`config.mk`:
```
export PLATFORM = sky130hd
export DESIGN_NAME = port_mode_and_input_filter
export DESIGN_NICKNAME = d
export VERILOG_FILES = /design/src/design/port_cfg_pkg.sv /design/src/design/input_debounce.sv /design/src/design/port_mode_and_input_filter.sv
export SDC_FILE = /design/constraint.sdc
export NUM_CORES = 2
export LEC_CHECK = 0
export BUFFER_PORTS_ARGS = -buffer_cell sky130_fd_sc_hd__buf_4
export CAP_MARGIN = 10
export CORE_MARGIN = 4
export CORE_UTILIZATION = 50
export DETAILED_ROUTE_END_ITERATION = 8
export PLACE_DENSITY = 0.66
export SKIP_LAST_GASP = 1
export SYNTH_ARGS = -nofsm -noshare
export SYNTH_HDL_FRONTEND = slang
export SYNTH_SLANG_ARGS = --single-unit
```
`constraint.sdc`:
```
create_clock -name sys_clk -period 5.7 [get_ports sys_clk]
set_input_delay 0.285 -clock sys_clk [delete_from_list [all_inputs] [get_ports sys_clk]]
set_output_delay 0.285 -clock sys_clk [all_outputs]
set_load 0.01 [all_outputs]
```
`src/design/port_cfg_pkg.sv`:
```
// Package of constants and types for the port mode and input filter block
package port_cfg_pkg;

  // Register offsets (word index, byte address is four times this)
  localparam logic [7:0] OFF_PORT_SEL = 8'h00;
  localparam logic [7:0] OFF_STG_MODE = 8'h01;
  localparam logic [7:0] OFF_STG_CYCLE = 8'h02;
  localparam logic [7:0] OFF_STG_VENDOR = 8'h03;
  localparam logic [7:0] OFF_STG_DEVICE = 8'h04;
  localparam logic [7:0] OFF_APPLY = 8'h05;
  localparam logic [7:0] OFF_STATUS = 8'h06;
  localparam logic [7:0] OFF_ACT_MODE = 8'h07;
  localparam logic [7:0] OFF_ACT_CYCLE = 8'h08;
  localparam logic [7:0] OFF_ACT_VENDOR = 8'h09;
  localparam logic [7:0] OFF_ACT_DEVICE = 8'h0a;
  localparam logic [7:0] OFF_CYCLE_US = 8'h0b;

  // Field positions in the mode word
  localparam int MODE_LSB = 0;
  localparam int FILT_LSB = 3;
  localparam int SEC_LSB = 5;
  localparam int VAL_LSB = 8;

  // Status bit positions
  localparam int ST_REJECT = 0;
  localparam int ST_EXCH = 1;

  // Reset values
  localparam logic [31:0] RST_WORD = 32'h0000_0000;
  localparam logic [31:0] UNMAPPED_READ = 32'h0000_0000;

  // Timing
  localparam int CLK_HZ = 100_000_000;
  localparam int TICK_MS = 1;
  localparam int TICK_CYCLES = CLK_HZ / 1000 * TICK_MS;
  localparam int FILT_3_MS = 3;
  localparam int FILT_15_MS = 15;
  localparam int FILT_20_MS = 20;

  // Cycle time decode in units of 0.1 ms (100 us)
  localparam int CYC_BASE1 = 64;
  localparam int CYC_BASE2 = 320;
  localparam int CYC_STEP0 = 1;
  localparam int CYC_STEP1 = 4;
  localparam int CYC_STEP2 = 16;
  localparam int CYC_UNIT_US = 100;

  // Main pin modes
  typedef enum logic [2:0] {
    MODE_OFF = 3'b000,
    MODE_LINK_MANUAL = 3'b001,
    MODE_LINK_AUTO = 3'b010,
    MODE_DI_PLAIN = 3'b011,
    MODE_DI_INV = 3'b100,
    MODE_DO = 3'b101
  } port_mode_t;

  // Filter choices
  typedef enum logic [1:0] {
    FILT_NONE = 2'b00,
    FILT_3 = 2'b01,
    FILT_15 = 2'b10,
    FILT_20 = 2'b11
  } filt_sel_t;

  // Secondary pin behaviour
  typedef enum logic [1:0] {
    SEC_UNUSED = 2'b00,
    SEC_DI = 2'b01,
    SEC_DI_INV = 2'b10,
    SEC_DO = 2'b11
  } sec_beh_t;

  // Settings held for one port
  typedef struct packed {
    port_mode_t mode;
    filt_sel_t filt;
    sec_beh_t sec;
    logic [2:0] validation;
    logic [7:0] expected_cycle_period;
    logic [15:0] vendor;
    logic [23:0] device;
  } port_cfg_t;

  localparam port_cfg_t CFG_RESET = '{MODE_OFF, FILT_NONE, SEC_UNUSED, 3'b000, 8'h00,
                                     16'h0000, 24'h00_0000};

  // Per-port link control outputs
  typedef struct packed {
    logic run;
    logic validate;
    logic use_user_cfg;
  } link_ctl_t;

endpackage

```
`src/design/input_debounce.sv`:
```
// Debounce filter for one digital input with selectable stable time
`timescale 1ns/1ps
module input_debounce
  import port_cfg_pkg::*;
(
  // Clock and reset
  input wire logic sys_clk,
  input wire logic resetn,
  // Control
  input wire logic ms_tick,
  input wire logic enable,
  input wire filt_sel_t filt,
  input wire logic clear,
  // Data
  input wire logic level_in,
  output logic level_out
);

  logic [4:0] cnt_q, cnt_d;
  logic last_q, last_d;
  logic out_q, out_d;
  logic [4:0] limit;

  // Stable time for the chosen filter
  always_comb begin
    case (filt)
      FILT_3: limit = 5'(FILT_3_MS);
      FILT_15: limit = 5'(FILT_15_MS);
      FILT_20: limit = 5'(FILT_20_MS);
      default: limit = 5'd0;
    endcase
  end

  // Next state of the filter
  always_comb begin
    cnt_d = cnt_q;
    last_d = level_in;
    out_d = out_q;
    if (clear || !enable) begin
      cnt_d = 5'd0;
      out_d = 1'b0;
    end else if (filt == FILT_NONE) begin
      out_d = level_in;
      cnt_d = 5'd0;
    end else if (level_in != last_q) begin
      cnt_d = 5'd0;
    end else if (level_in == out_q) begin
      cnt_d = 5'd0;
    end else if (ms_tick) begin
      if (cnt_q + 5'd1 >= limit) begin
        out_d = level_in;
        cnt_d = 5'd0;
      end else begin
        cnt_d = cnt_q + 5'd1;
      end
    end
  end

  // Filter registers
  always_ff @(posedge sys_clk) begin
    if (!resetn) begin
      cnt_q <= 5'd0;
      last_q <= 1'b0;
      out_q <= 1'b0;
    end else begin
      cnt_q <= cnt_d;
      last_q <= last_d;
      out_q <= out_d;
    end
  end

  assign level_out = out_q;

endmodule

```
`src/design/port_mode_and_input_filter.sv`:
```
// Per-port mode, secondary pin, debounce and staged configuration for eight ports
`timescale 1ns/1ps
module port_mode_and_input_filter
  import port_cfg_pkg::*;
#(
  parameter int NPORTS = 8,
  parameter int TICK_DIV = TICK_CYCLES
) (
  // Clock and reset
  input wire logic sys_clk,
  input wire logic resetn,
  // Register port
  input wire logic [7:0] reg_addr,
  input wire logic [31:0] reg_wdata,
  input wire logic reg_wr,
  input wire logic reg_rd,
  output logic [31:0] reg_rdata,
  // Process exchange state from the fieldbus side
  input wire logic exchange_active,
  // Main data pin per port
  input wire logic [NPORTS-1:0] main_pin_i,
  output logic [NPORTS-1:0] main_pin_o,
  output logic [NPORTS-1:0] main_pin_oe,
  // Secondary pin per port
  input wire logic [NPORTS-1:0] sec_pin_i,
  output logic [NPORTS-1:0] sec_pin_o,
  output logic [NPORTS-1:0] sec_pin_oe,
  // Process data bits
  input wire logic [NPORTS-1:0] out_pd_main,
  input wire logic [NPORTS-1:0] out_pd_sec,
  output logic [NPORTS-1:0] in_pd_main,
  output logic [NPORTS-1:0] in_pd_sec,
  // Port supply and link control
  output logic [NPORTS-1:0] sensor_supply_en,
  output link_ctl_t [NPORTS-1:0] link_ctl
);

  localparam int SELW = $clog2(NPORTS);

  // Register port state
  logic [SELW-1:0] sel_q, sel_d;
  port_cfg_t [NPORTS-1:0] stg_q, stg_d;
  port_cfg_t [NPORTS-1:0] act_q, act_d;
  logic reject_q, reject_d;
  logic [31:0] rdata_q, rdata_d;

  // Tick divider and pin synchronisers
  logic [$clog2(TICK_DIV+1)-1:0] div_q, div_d;
  logic tick_q, tick_d;
  logic [NPORTS-1:0] m_s1_q, m_s2_q, s_s1_q, s_s2_q;
  logic exch_s1_q, exch_s2_q;
  logic exch_sync;
  logic [NPORTS-1:0] main_filt, sec_filt;
  logic cfg_wr, cfg_ok;

  // Exchange state after its two-stage synchroniser
  assign exch_sync = exch_s2_q;

  // Millisecond tick divider
  always_comb begin
    tick_d = 1'b0;
    div_d = div_q + 1'b1;
    if (div_q == ($bits(div_q))'(TICK_DIV - 1)) begin
      div_d = '0;
      tick_d = 1'b1;
    end
  end

  // Pin synchronisers and tick register
  always_ff @(posedge sys_clk) begin
    if (!resetn) begin
      div_q <= '0;
      tick_q <= 1'b0;
      m_s1_q <= '0;
      m_s2_q <= '0;
      s_s1_q <= '0;
      s_s2_q <= '0;
      exch_s1_q <= '0;
      exch_s2_q <= '0;
    end else begin
      div_q <= div_d;
      tick_q <= tick_d;
      m_s1_q <= main_pin_i;
      m_s2_q <= m_s1_q;
      s_s1_q <= sec_pin_i;
      s_s2_q <= s_s1_q;
      exch_s1_q <= exchange_active;
      exch_s2_q <= exch_s1_q;
    end
  end

  // Cycle time decode in microseconds for the selected port
  function automatic logic [31:0] cycle_us(input logic [7:0] code);
    logic [15:0] units;
    units = 16'd0;
    case (code[7:6])
      2'd0: units = 16'(CYC_STEP0) * 16'(code[5:0]);
      2'd1: units = 16'(CYC_BASE1) + 16'(CYC_STEP1) * 16'(code[5:0]);
      2'd2: units = 16'(CYC_BASE2) + 16'(CYC_STEP2) * 16'(code[5:0]);
      default: units = 16'd0;
    endcase
    cycle_us = 32'(units) * 32'(CYC_UNIT_US);
  endfunction

  // Writes to staging or apply, which the exchange lock guards
  assign cfg_wr = reg_wr && ((reg_addr == OFF_STG_MODE) || (reg_addr == OFF_STG_CYCLE) ||
                             (reg_addr == OFF_STG_VENDOR) || (reg_addr == OFF_STG_DEVICE) ||
                             (reg_addr == OFF_APPLY));
  assign cfg_ok = cfg_wr && !exch_sync;

  // Port select and staged settings of the selected port
  always_comb begin
    sel_d = sel_q;
    stg_d = stg_q;
    if (reg_wr && (reg_addr == OFF_PORT_SEL)) begin
      sel_d = reg_wdata[SELW-1:0];
    end
    if (cfg_ok) begin
      case (reg_addr)
        OFF_STG_MODE: begin
          stg_d[sel_q].mode = port_mode_t'(reg_wdata[MODE_LSB +: 3]);
          stg_d[sel_q].filt = filt_sel_t'(reg_wdata[FILT_LSB +: 2]);
          stg_d[sel_q].sec = sec_beh_t'(reg_wdata[SEC_LSB +: 2]);
          stg_d[sel_q].validation = reg_wdata[VAL_LSB +: 3];
        end
        OFF_STG_CYCLE: stg_d[sel_q].expected_cycle_period = reg_wdata[7:0];
        OFF_STG_VENDOR: stg_d[sel_q].vendor = reg_wdata[15:0];
        OFF_STG_DEVICE: stg_d[sel_q].device = reg_wdata[23:0];
        default: begin
        end
      endcase
    end
  end

  // Port select and staging registers
  always_ff @(posedge sys_clk) begin
    if (!resetn) begin
      sel_q <= '0;
      stg_q <= {NPORTS{CFG_RESET}};
    end else begin
      sel_q <= sel_d;
      stg_q <= stg_d;
    end
  end

  // Apply copies the staged settings of all ports in one cycle
  always_comb begin
    act_d = act_q;
    if (cfg_ok && (reg_addr == OFF_APPLY)) begin
      act_d = stg_q;
    end
  end

  // Active settings registers
  always_ff @(posedge sys_clk) begin
    if (!resetn) begin
      act_q <= {NPORTS{CFG_RESET}};
    end else begin
      act_q <= act_d;
    end
  end

  // Sticky reject flag; a refused write wins over a clear
  always_comb begin
    reject_d = reject_q;
    if (cfg_wr && exch_sync) begin
      reject_d = 1'b1;
    end else if (reg_wr && (reg_addr == OFF_STATUS) && reg_wdata[ST_REJECT]) begin
      reject_d = 1'b0;
    end
  end

  // Reject flag register
  always_ff @(posedge sys_clk) begin
    if (!resetn) begin
      reject_q <= 1'b0;
    end else begin
      reject_q <= reject_d;
    end
  end

  // Read data, zero except in the cycle after a read strobe
  always_comb begin
    rdata_d = UNMAPPED_READ;
    if (reg_rd) begin
      case (reg_addr)
        OFF_PORT_SEL: rdata_d = 32'(sel_q);
        OFF_STG_MODE: rdata_d = {21'd0, stg_q[sel_q].validation, 1'b0, stg_q[sel_q].sec,
                                 stg_q[sel_q].filt, stg_q[sel_q].mode};
        OFF_STG_CYCLE: rdata_d = {24'd0, stg_q[sel_q].expected_cycle_period};
        OFF_STG_VENDOR: rdata_d = {16'd0, stg_q[sel_q].vendor};
        OFF_STG_DEVICE: rdata_d = {8'd0, stg_q[sel_q].device};
        OFF_STATUS: rdata_d = {30'd0, exch_sync, reject_q};
        OFF_ACT_MODE: rdata_d = {21'd0, act_q[sel_q].validation, 1'b0, act_q[sel_q].sec,
                                 act_q[sel_q].filt, act_q[sel_q].mode};
        OFF_ACT_CYCLE: rdata_d = {24'd0, act_q[sel_q].expected_cycle_period};
        OFF_ACT_VENDOR: rdata_d = {16'd0, act_q[sel_q].vendor};
        OFF_ACT_DEVICE: rdata_d = {8'd0, act_q[sel_q].device};
        OFF_CYCLE_US: rdata_d = cycle_us(act_q[sel_q].expected_cycle_period);
        default: rdata_d = UNMAPPED_READ;
      endcase
    end
  end

  // Read data register
  always_ff @(posedge sys_clk) begin
    if (!resetn) begin
      rdata_q <= RST_WORD;
    end else begin
      rdata_q <= rdata_d;
    end
  end

  // Registered read data to the bus
  assign reg_rdata = rdata_q;

  // Per-port signal path, each port from its own settings
  genvar p;
  generate
    for (p = 0; p < NPORTS; p++) begin : g_port
      logic di_mode;
      logic sec_di;
      logic clr;
      logic main_d, sec_d, mo_d, moe_d, so_d, soe_d, sup_d;
      logic main_q, sec_q, mo_q, moe_q, so_q, soe_q, sup_q;
      link_ctl_t lc_d, lc_q;
      logic [4:0] cfg_snap_q;

      // Mode decode and change detection for this port
      assign di_mode = (act_q[p].mode == MODE_DI_PLAIN) || (act_q[p].mode == MODE_DI_INV);
      assign sec_di = (act_q[p].sec == SEC_DI) || (act_q[p].sec == SEC_DI_INV);
      assign clr = (cfg_snap_q != {act_q[p].mode, act_q[p].filt});

      input_debounce u_main_filt (
        .sys_clk(sys_clk),
        .resetn(resetn),
        .ms_tick(tick_q),
        .enable(di_mode),
        .filt(act_q[p].filt),
        .clear(clr),
        .level_in(m_s2_q[p]),
        .level_out(main_filt[p])
      );

      // Secondary input uses the same filter choice only in input modes
      input_debounce u_sec_filt (
        .sys_clk(sys_clk),
        .resetn(resetn),
        .ms_tick(tick_q),
        .enable(sec_di),
        .filt(di_mode ? act_q[p].filt : FILT_NONE),
        .clear(clr),
        .level_in(s_s2_q[p]),
        .level_out(sec_filt[p])
      );

      // Output selection by mode
      always_comb begin
        main_d = 1'b0;
        sec_d = 1'b0;
        mo_d = 1'b0;
        moe_d = 1'b0;
        so_d = 1'b0;
        soe_d = 1'b0;
        sup_d = 1'b1;
        lc_d = '0;
        case (act_q[p].mode)
          MODE_OFF: sup_d = 1'b0;
          MODE_LINK_MANUAL: lc_d = '{run: 1'b1, validate: 1'b1, use_user_cfg: 1'b1};
          MODE_LINK_AUTO: lc_d = '{run: 1'b1, validate: 1'b0, use_user_cfg: 1'b0};
          MODE_DI_PLAIN: main_d = main_filt[p];
          MODE_DI_INV: main_d = ~main_filt[p];
          MODE_DO: begin
            mo_d = out_pd_main[p];
            moe_d = 1'b1;
          end
          default: sup_d = 1'b0;
        endcase
        // Secondary pin stays quiet whenever the port supply is off
        if (sup_d) begin
          case (act_q[p].sec)
            SEC_DI: sec_d = sec_filt[p];
            SEC_DI_INV: sec_d = ~sec_filt[p];
            SEC_DO: begin
              so_d = out_pd_sec[p];
              soe_d = 1'b1;
            end
            default: sec_d = 1'b0;
          endcase
        end
      end

      // Port output registers
      always_ff @(posedge sys_clk) begin
        if (!resetn) begin
          main_q <= 1'b0;
          sec_q <= 1'b0;
          mo_q <= 1'b0;
          moe_q <= 1'b0;
          so_q <= 1'b0;
          soe_q <= 1'b0;
          sup_q <= 1'b0;
          lc_q <= '0;
          cfg_snap_q <= 5'd0;
        end else begin
          main_q <= main_d;
          sec_q <= sec_d;
          mo_q <= mo_d;
          moe_q <= moe_d;
          so_q <= so_d;
          soe_q <= soe_d;
          sup_q <= sup_d;
          lc_q <= lc_d;
          cfg_snap_q <= {act_q[p].mode, act_q[p].filt};
        end
      end

      // Registered outputs of this port
      assign in_pd_main[p] = main_q;
      assign in_pd_sec[p] = sec_q;
      assign main_pin_o[p] = mo_q;
      assign main_pin_oe[p] = moe_q;
      assign sec_pin_o[p] = so_q;
      assign sec_pin_oe[p] = soe_q;
      assign sensor_supply_en[p] = sup_q;
      assign link_ctl[p] = lc_q;
    end
  endgenerate

endmodule

```
Yosys cells after proc, flatten, opt, wreduce, memory -nomap -nowiden
Cells that the tools add are included.
{"block": "classes", "n_reduce_logical": 196, "muxes": 201, "bitwise_logic": 17, "n_eq_ne": 198, "mul": 1, "shifts": 0, "order_cmp": 18, "addsub": 19, "div_mod_pow": 0}
{"op": "464-bit bitwise mux", "count": 7}
{"op": "464-bit one-hot mux with 4 select lines", "count": 1}
{"op": "58-bit demux with 3-bit select", "count": 7}
{"op": "58-bit binary-select mux with 3-bit select", "count": 2}
{"op": "24-bit one-hot mux with 11 select lines", "count": 1}
{"op": "5-bit one-hot mux with 3 select lines", "count": 16}
{"op": "58-bit two-way mux", "count": 3}
{"op": "5-bit OR reduction", "count": 24}
{"op": "1-bit two-way mux", "count": 107}
{"op": "2-bit equality test, second input constant", "count": 49}
{"op": "5-bit by 1-bit adder with 5-bit output, second input constant", "count": 16}
{"op": "5-bit >= comparator", "count": 16}
{"op": "5-bit two-way mux", "count": 16}
{"op": "2-bit nonzero test", "count": 33}
{"op": "2-bit by 1-bit inequality test with 1-bit output, second input constant", "count": 32}
{"op": "4-bit AND reduction", "count": 16}
{"op": "55-bit two-way mux", "count": 1}
{"op": "53-bit two-way mux", "count": 1}
{"op": "51-bit two-way mux", "count": 1}
{"op": "2-bit by 1-bit equality test with 1-bit output, second input constant", "count": 25}
{"op": "3-bit by 2-bit equality test with 1-bit output, second input constant", "count": 16}
{"op": "3-bit equality test, second input constant", "count": 16}
{"op": "48-bit two-way mux", "count": 1}
{"op": "3-bit one-hot mux with 2 select lines", "count": 8}
{"op": "31 further kinds", "count": 235}
{"block": "word_totals", "inputBits": 77, "mem_count": 0, "regBits": 1248, "out_inout_bits": 112, "rom_bits": 0, "ram_bits": 0, "latchBits": 0}

Logic depth before layout (Yosys ltp)
{"block": "logic_depth", "depth_word": 11, "depth_mapped": 23, "depth_no_buf": 20}

Hierarchy
A second synthesis with hierarchy kept.
{"block": "hier_totals", "hier_cells": 6925, "area_unflattened_um2": 59912.5}
{"mod": "port_mode_and_input_filter", "area_each_um2": 50903.8, "cells_per_inst": 5933, "seq_area_each_um2": 22421.5, "instances": 1}
{"mod": "input_debounce", "area_each_um2": 563.0, "cells_per_inst": 62, "seq_area_each_um2": 140.1, "instances": 16}

Worst setup path before layout
No wires, ideal clock.
{"block": "synth_timing", "kind": "reg-to-reg", "start": "register sel_q[2]", "end": "register rdata_q[15], in the netlist reg_rdata[15]", "slack_ns": 0.836, "stages_incl_launch_ff": 20, "t_required_ns": 5.572, "period_less_slack_ns": 4.864, "arrival_ns": 4.736, "cell_sequence": "dfxtp_1 > buf_2 > mux2_2 > a221o_1 > o21ai_0 > nand2_1 > clkbuf_1 > o31ai_1 > ha_1 > ha_1 > inv_1 > fa_1 > inv_1 > ha_1 > a2111oi_0 > o21ai_0 > a221oi_1 > xnor2_1 > a211oi_1 > nor2_1"}
{"block": "synth_between", "elab_chain_cells": 8, "elab_cells_between_ends": 14}
{"item": "start, declared", "line_no": "port_mode_and_input_filter.sv:41", "rtl": "logic [SELW-1:0] sel_q, sel_d;"}
{"item": "start signal, assigned", "line_no": "port_mode_and_input_filter.sv:141", "rtl": "sel_q <= sel_d;"}
{"item": "58-bit binary-select mux with 3-bit select", "line_no": "port_mode_and_input_filter.sv:197, port_mode_and_input_filter.sv:198, port_mode_and_input_filter.sv:199"}
{"item": "58-bit two-way mux (implied by the code)", "line_no": "port_mode_and_input_filter.sv:199", "rtl": "OFF_CYCLE_US: rdata_d = cycle_us(act_q[sel_q].expected_cycle_period);"}
{"item": "9-bit by 10-bit adder with 11-bit output, or another cell as far along", "line_no": "port_mode_and_input_filter.sv:99", "rtl": "2'd2: units = 16'(CYC_BASE2) + 16'(CYC_STEP2) * 16'(code[5:0]);"}
{"item": "11-bit one-hot mux with 3 select lines", "line_no": "port_mode_and_input_filter.sv:96", "rtl": "case (code[7:6])"}
{"item": "16-bit two-way mux", "line_no": "port_mode_and_input_filter.sv:186", "rtl": "case (reg_addr)"}
{"item": "16-bit two-way mux", "line_no": "port_mode_and_input_filter.sv:185", "rtl": "if (reg_rd) begin"}
{"item": "16-bit by 5-bit multiplier with 21-bit output", "line_no": "port_mode_and_input_filter.sv:102", "rtl": "cycle_us = 32'(units) * 32'(CYC_UNIT_US);"}
{"item": "24-bit one-hot mux with 11 select lines *", "line_no": "port_mode_and_input_filter.sv:186"}
{"item": "end signal, assigned", "line_no": "port_mode_and_input_filter.sv:210", "rtl": "rdata_q <= rdata_d;"}
{"item": "end, declared", "line_no": "port_mode_and_input_filter.sv:45", "rtl": "logic [31:0] rdata_q, rdata_d;"}
Mark *: on every way between the ends. The rest lies on a longest branch, timed or not. The select of a mux whose other input is x is not followed.
A chain may end at the register's enable or synchronous reset.

Worst setup path after layout
{"block": "layout_timing", "start": "register sel_q[1]", "end": "register rdata_q[15], in the netlist reg_rdata[15]"}
Same word-level chain as after synthesis.

==> impl_metrics.env <==
export IMPL_synth_top_area_share_pct=43.1
export IMPL_power_switching_mw=3.91
export IMPL_gp_routability_congestion=0.928
export IMPL_cp_slowest_cell="dfxtp_4"
export IMPL_outcome="finished, final reports clean"
export IMPL_clk_pin_slew_ps=70
export IMPL_grt_pass1_vias=45700
export IMPL_ys_types=76
export IMPL_cp_cell_sequence="nor2b_4, buf_4, a221oi_1, o22ai_1, o21ai_0, o21ai_0, ha_1, ha_1, inv_1, fa_1, inv_1, ha_1, a2111oi_0, o21ai_0, a221oi_1, xnor2_1, a211oi_1, nor2_1"
export IMPL_synth_common_cells="nand2_1, dfxtp_1, a21oi_1, nor2_1, clkbuf_1"
export IMPL_drive_above_1_share_pct=10.0
export IMPL_setup_viol=0
export IMPL_fin_setup_tns_ps=0
export IMPL_reg2reg_from="sel_q[1]"
export IMPL_num_rows=123
export IMPL_numCtsBuffers=134
export IMPL_fp_coreArea_mm2=0.113
export IMPL_rsz0062_at_grt="false"
export IMPL_max_slew_margin_pct=17.3
export IMPL_die_h_um=346
export IMPL_hold_class="input port to register"
export IMPL_vias=49200
export IMPL_ios=189
export IMPL_nFillCells=10300
export IMPL_p_per_area_mw_per_mm2=281
export IMPL_p_int_mw=13.9
export IMPL_finClkSkew_ps=31.9
export IMPL_synthToLayoutAreaGrowth_pct=11.0
export IMPL_cpLargestDelayFamily="compound AO/OA/AOI/OAI gates"
export IMPL_die_area_mm2=0.120
export IMPL_yosysTopAreaCell="dfxtp_1"
export IMPL_fin_crit_sh_pct=94.7
export IMPL_synth_area_mm2=0.0572
export IMPL_reg2reg_slack_ps=300
export IMPL_antenna_found_initial=7
export IMPL_clockBufferDepth=3
export IMPL_dpl_cell_area_mm2=0.0585
export IMPL_firstDrtPassIters=6
export IMPL_wl_per_cell_um=21.7
export IMPL_yosysSeqAreaShare_pct=43.1
export IMPL_synth_warnings=0
export IMPL_track_usage_pct=29.0
export IMPL_min_delay_start="reg_wdata[5]"
export IMPL_h_tree_depth=4
export IMPL_share_seq_of_total_power_pct=48.4
export IMPL_tightestPinTransition_ps=1240
export IMPL_initial_core_util_pct=50.6
export IMPL_setup_worst_path_start="sel_q[1]"
export IMPL_regArea_mm2=0.0247
export IMPL_combPwrFrac_pct=2.0
export IMPL_synthFlopType="dfxtp_1"
export IMPL_synthCells=6882
export IMPL_drc=0
export IMPL_hold_violations=0
export IMPL_multi_input_area_mm2=0.0292
export IMPL_total_power_mw=17.8
export IMPL_final_util_pct=56.1
export IMPL_cts_sinks=1232
export IMPL_portBuffers=172
export IMPL_cp_end_kind="register"
export IMPL_worst_ep_arrival_time_ps=6040
export IMPL_clkPwrFrac_pct=49.6
export IMPL_slew_viol_final=0
export IMPL_p_sw_share_pct=21.9
export IMPL_critPathKind="register to register"
export IMPL_max_freq_mhz=185
export IMPL_grt_pass1_wl_mm=275
export IMPL_cts_repair_resized=0
export IMPL_synth_edf_count=0
export IMPL_cp_start_kind="register"
export IMPL_grt_max_degree=205
export IMPL_drtIter0Drc=5131
export IMPL_hpwlAfterDp_mm=113
export IMPL_ys_async_sr_fraction_pct=0
export IMPL_synth_seq_cells=1232
export IMPL_tritoncts="yes"
export IMPL_cts_root_buf="clkbuf_16"
export IMPL_worstPathRequired_ps=6340
export IMPL_fin_area_mm2=0.0635
export IMPL_cp_max_fo=25
export IMPL_fin_nets=7043
export IMPL_p_leak_nw=22.8
export IMPL_max_stage_delay_ps=590
export IMPL_clk_latency_ps=760
export IMPL_ys_top_cells_by_area="dfxtp_1, nand2_1, a21oi_1"
export IMPL_vias_per_cell=5.89
export IMPL_fp_dieW_um=346
export IMPL_overflow=0
export IMPL_syn_avg_cell_area_um2=8.31
export IMPL_critPathBufInv=3
export IMPL_synthMostInstantiatedCell="nand2_1"
export IMPL_wl_mm=182
export IMPL_irDropWorstVdd_mv=0.285
export IMPL_ant_nets=0
export IMPL_drv_cap=0
export IMPL_period_minus_slack_ps=5400
[power by group through the flow]
stage	clock network (mW)	logic (mW)	registers (mW)
final	8.85	0.354	8.64
after floorplan	0	0.195	8.83
after global placement	0	0.314	8.83
after global routing	9.28	0.370	8.64
after detailed placement	0	0.315	8.83
after CTS	8.96	0.346	8.64
[layout make-up]
| type | count | share of cell area [%] |
|---|---|---|
| multi-input cells | 4913 | 46.0 |
| flip-flops and latches | 1232 | 38.9 |
| diodes | 6 | 0.0236 |
| clock buffers | 199 | 6.34 |
| well taps | 1500 | 2.96 |
| inverters | 145 | 0.869 |
| repair buffers | 324 | 4.29 |
| clock inverters | 37 | 0.711 |
[repair_timing]
action                    CTS  global route
hold buffers               52             0
buffers inserted            0             0
hold endpoints to repair  252             0
[metal layers]
| layer | track usage [%] | up-vias | wire [µm] |
|---|---|---|---|
| met5 | 0 | - | 27 |
| met4 | 13.4 | 4 | 9220 |
| met3 | 6.07 | 522 | 16600 |
| met2 | 46.0 | 2138 | 81800 |
| met1 | 38.0 | 23400 | 74100 |
| li1 | - | 23100 | - |
[final timing paths]
kind / cells after the start / endpoint
worst max-delay path: 18 / reg_rdata[15]
worst min-delay path: 3 / register
worst max register to register: 18 / reg_rdata[15]
worst min register to register: 1 / m_s2_q[7]
[cells in the final DEF (no fill, tap or decap), drive strengths merged, types with 149 or more instances in the layout]
cell type / synthesis / routed
buf: 282 / 272
nand2: 1695 / 1695
nor2: 334 / 334
a21oi: 1013 / 1013
inv: 145 / 149
mux2i: 262 / 262
ha: 210 / 210
clkbuf: 317 / 199
dfxtp: 1232 / 1232
nand3: 308 / 308
[kinds of logic (layout without fill, tap and decap cells)]
logic type / after synthesis / count (layout) / synth area share (%)
AND/OR/NAND/NOR: 2678 / 2678 / 20.1
other: 1 / 14 / 0.00655
adder cells (fa/ha/maj): 216 / 216 / 4.80
buffers and inverters: 744 / 705 / 6.13
flip-flops: 1232 / 1232 / 43.1
AO/OA/AOI/OAI: 1484 / 1484 / 14.8
multiplexers: 406 / 406 / 9.19
XOR/XNOR: 121 / 121 / 1.85
[worst reg2reg max path: cells and delay by family, from the launching register on]
family / cells / cell delay, ps
AO/OA/AOI/OAI: 8 / 2500
XOR/XNOR: 1 / 110
AND/OR/NAND/NOR: 2 / 400
buffers and inverters: 3 / 420
flip-flops: 1 / 590
adder cells (fa/ha/maj): 4 / 1260
[per-stage QoR]
stage               hold slack, ps  instances  worst slack, ps
floorplan                      407       6889              836
global placement               418       8062              453
detailed placement             419       8062              379
CTS                           11.2       8350              365
global route                  37.4       8351             27.0
finish                        37.3       8356              301
Power figures use the tool's default switching activity.
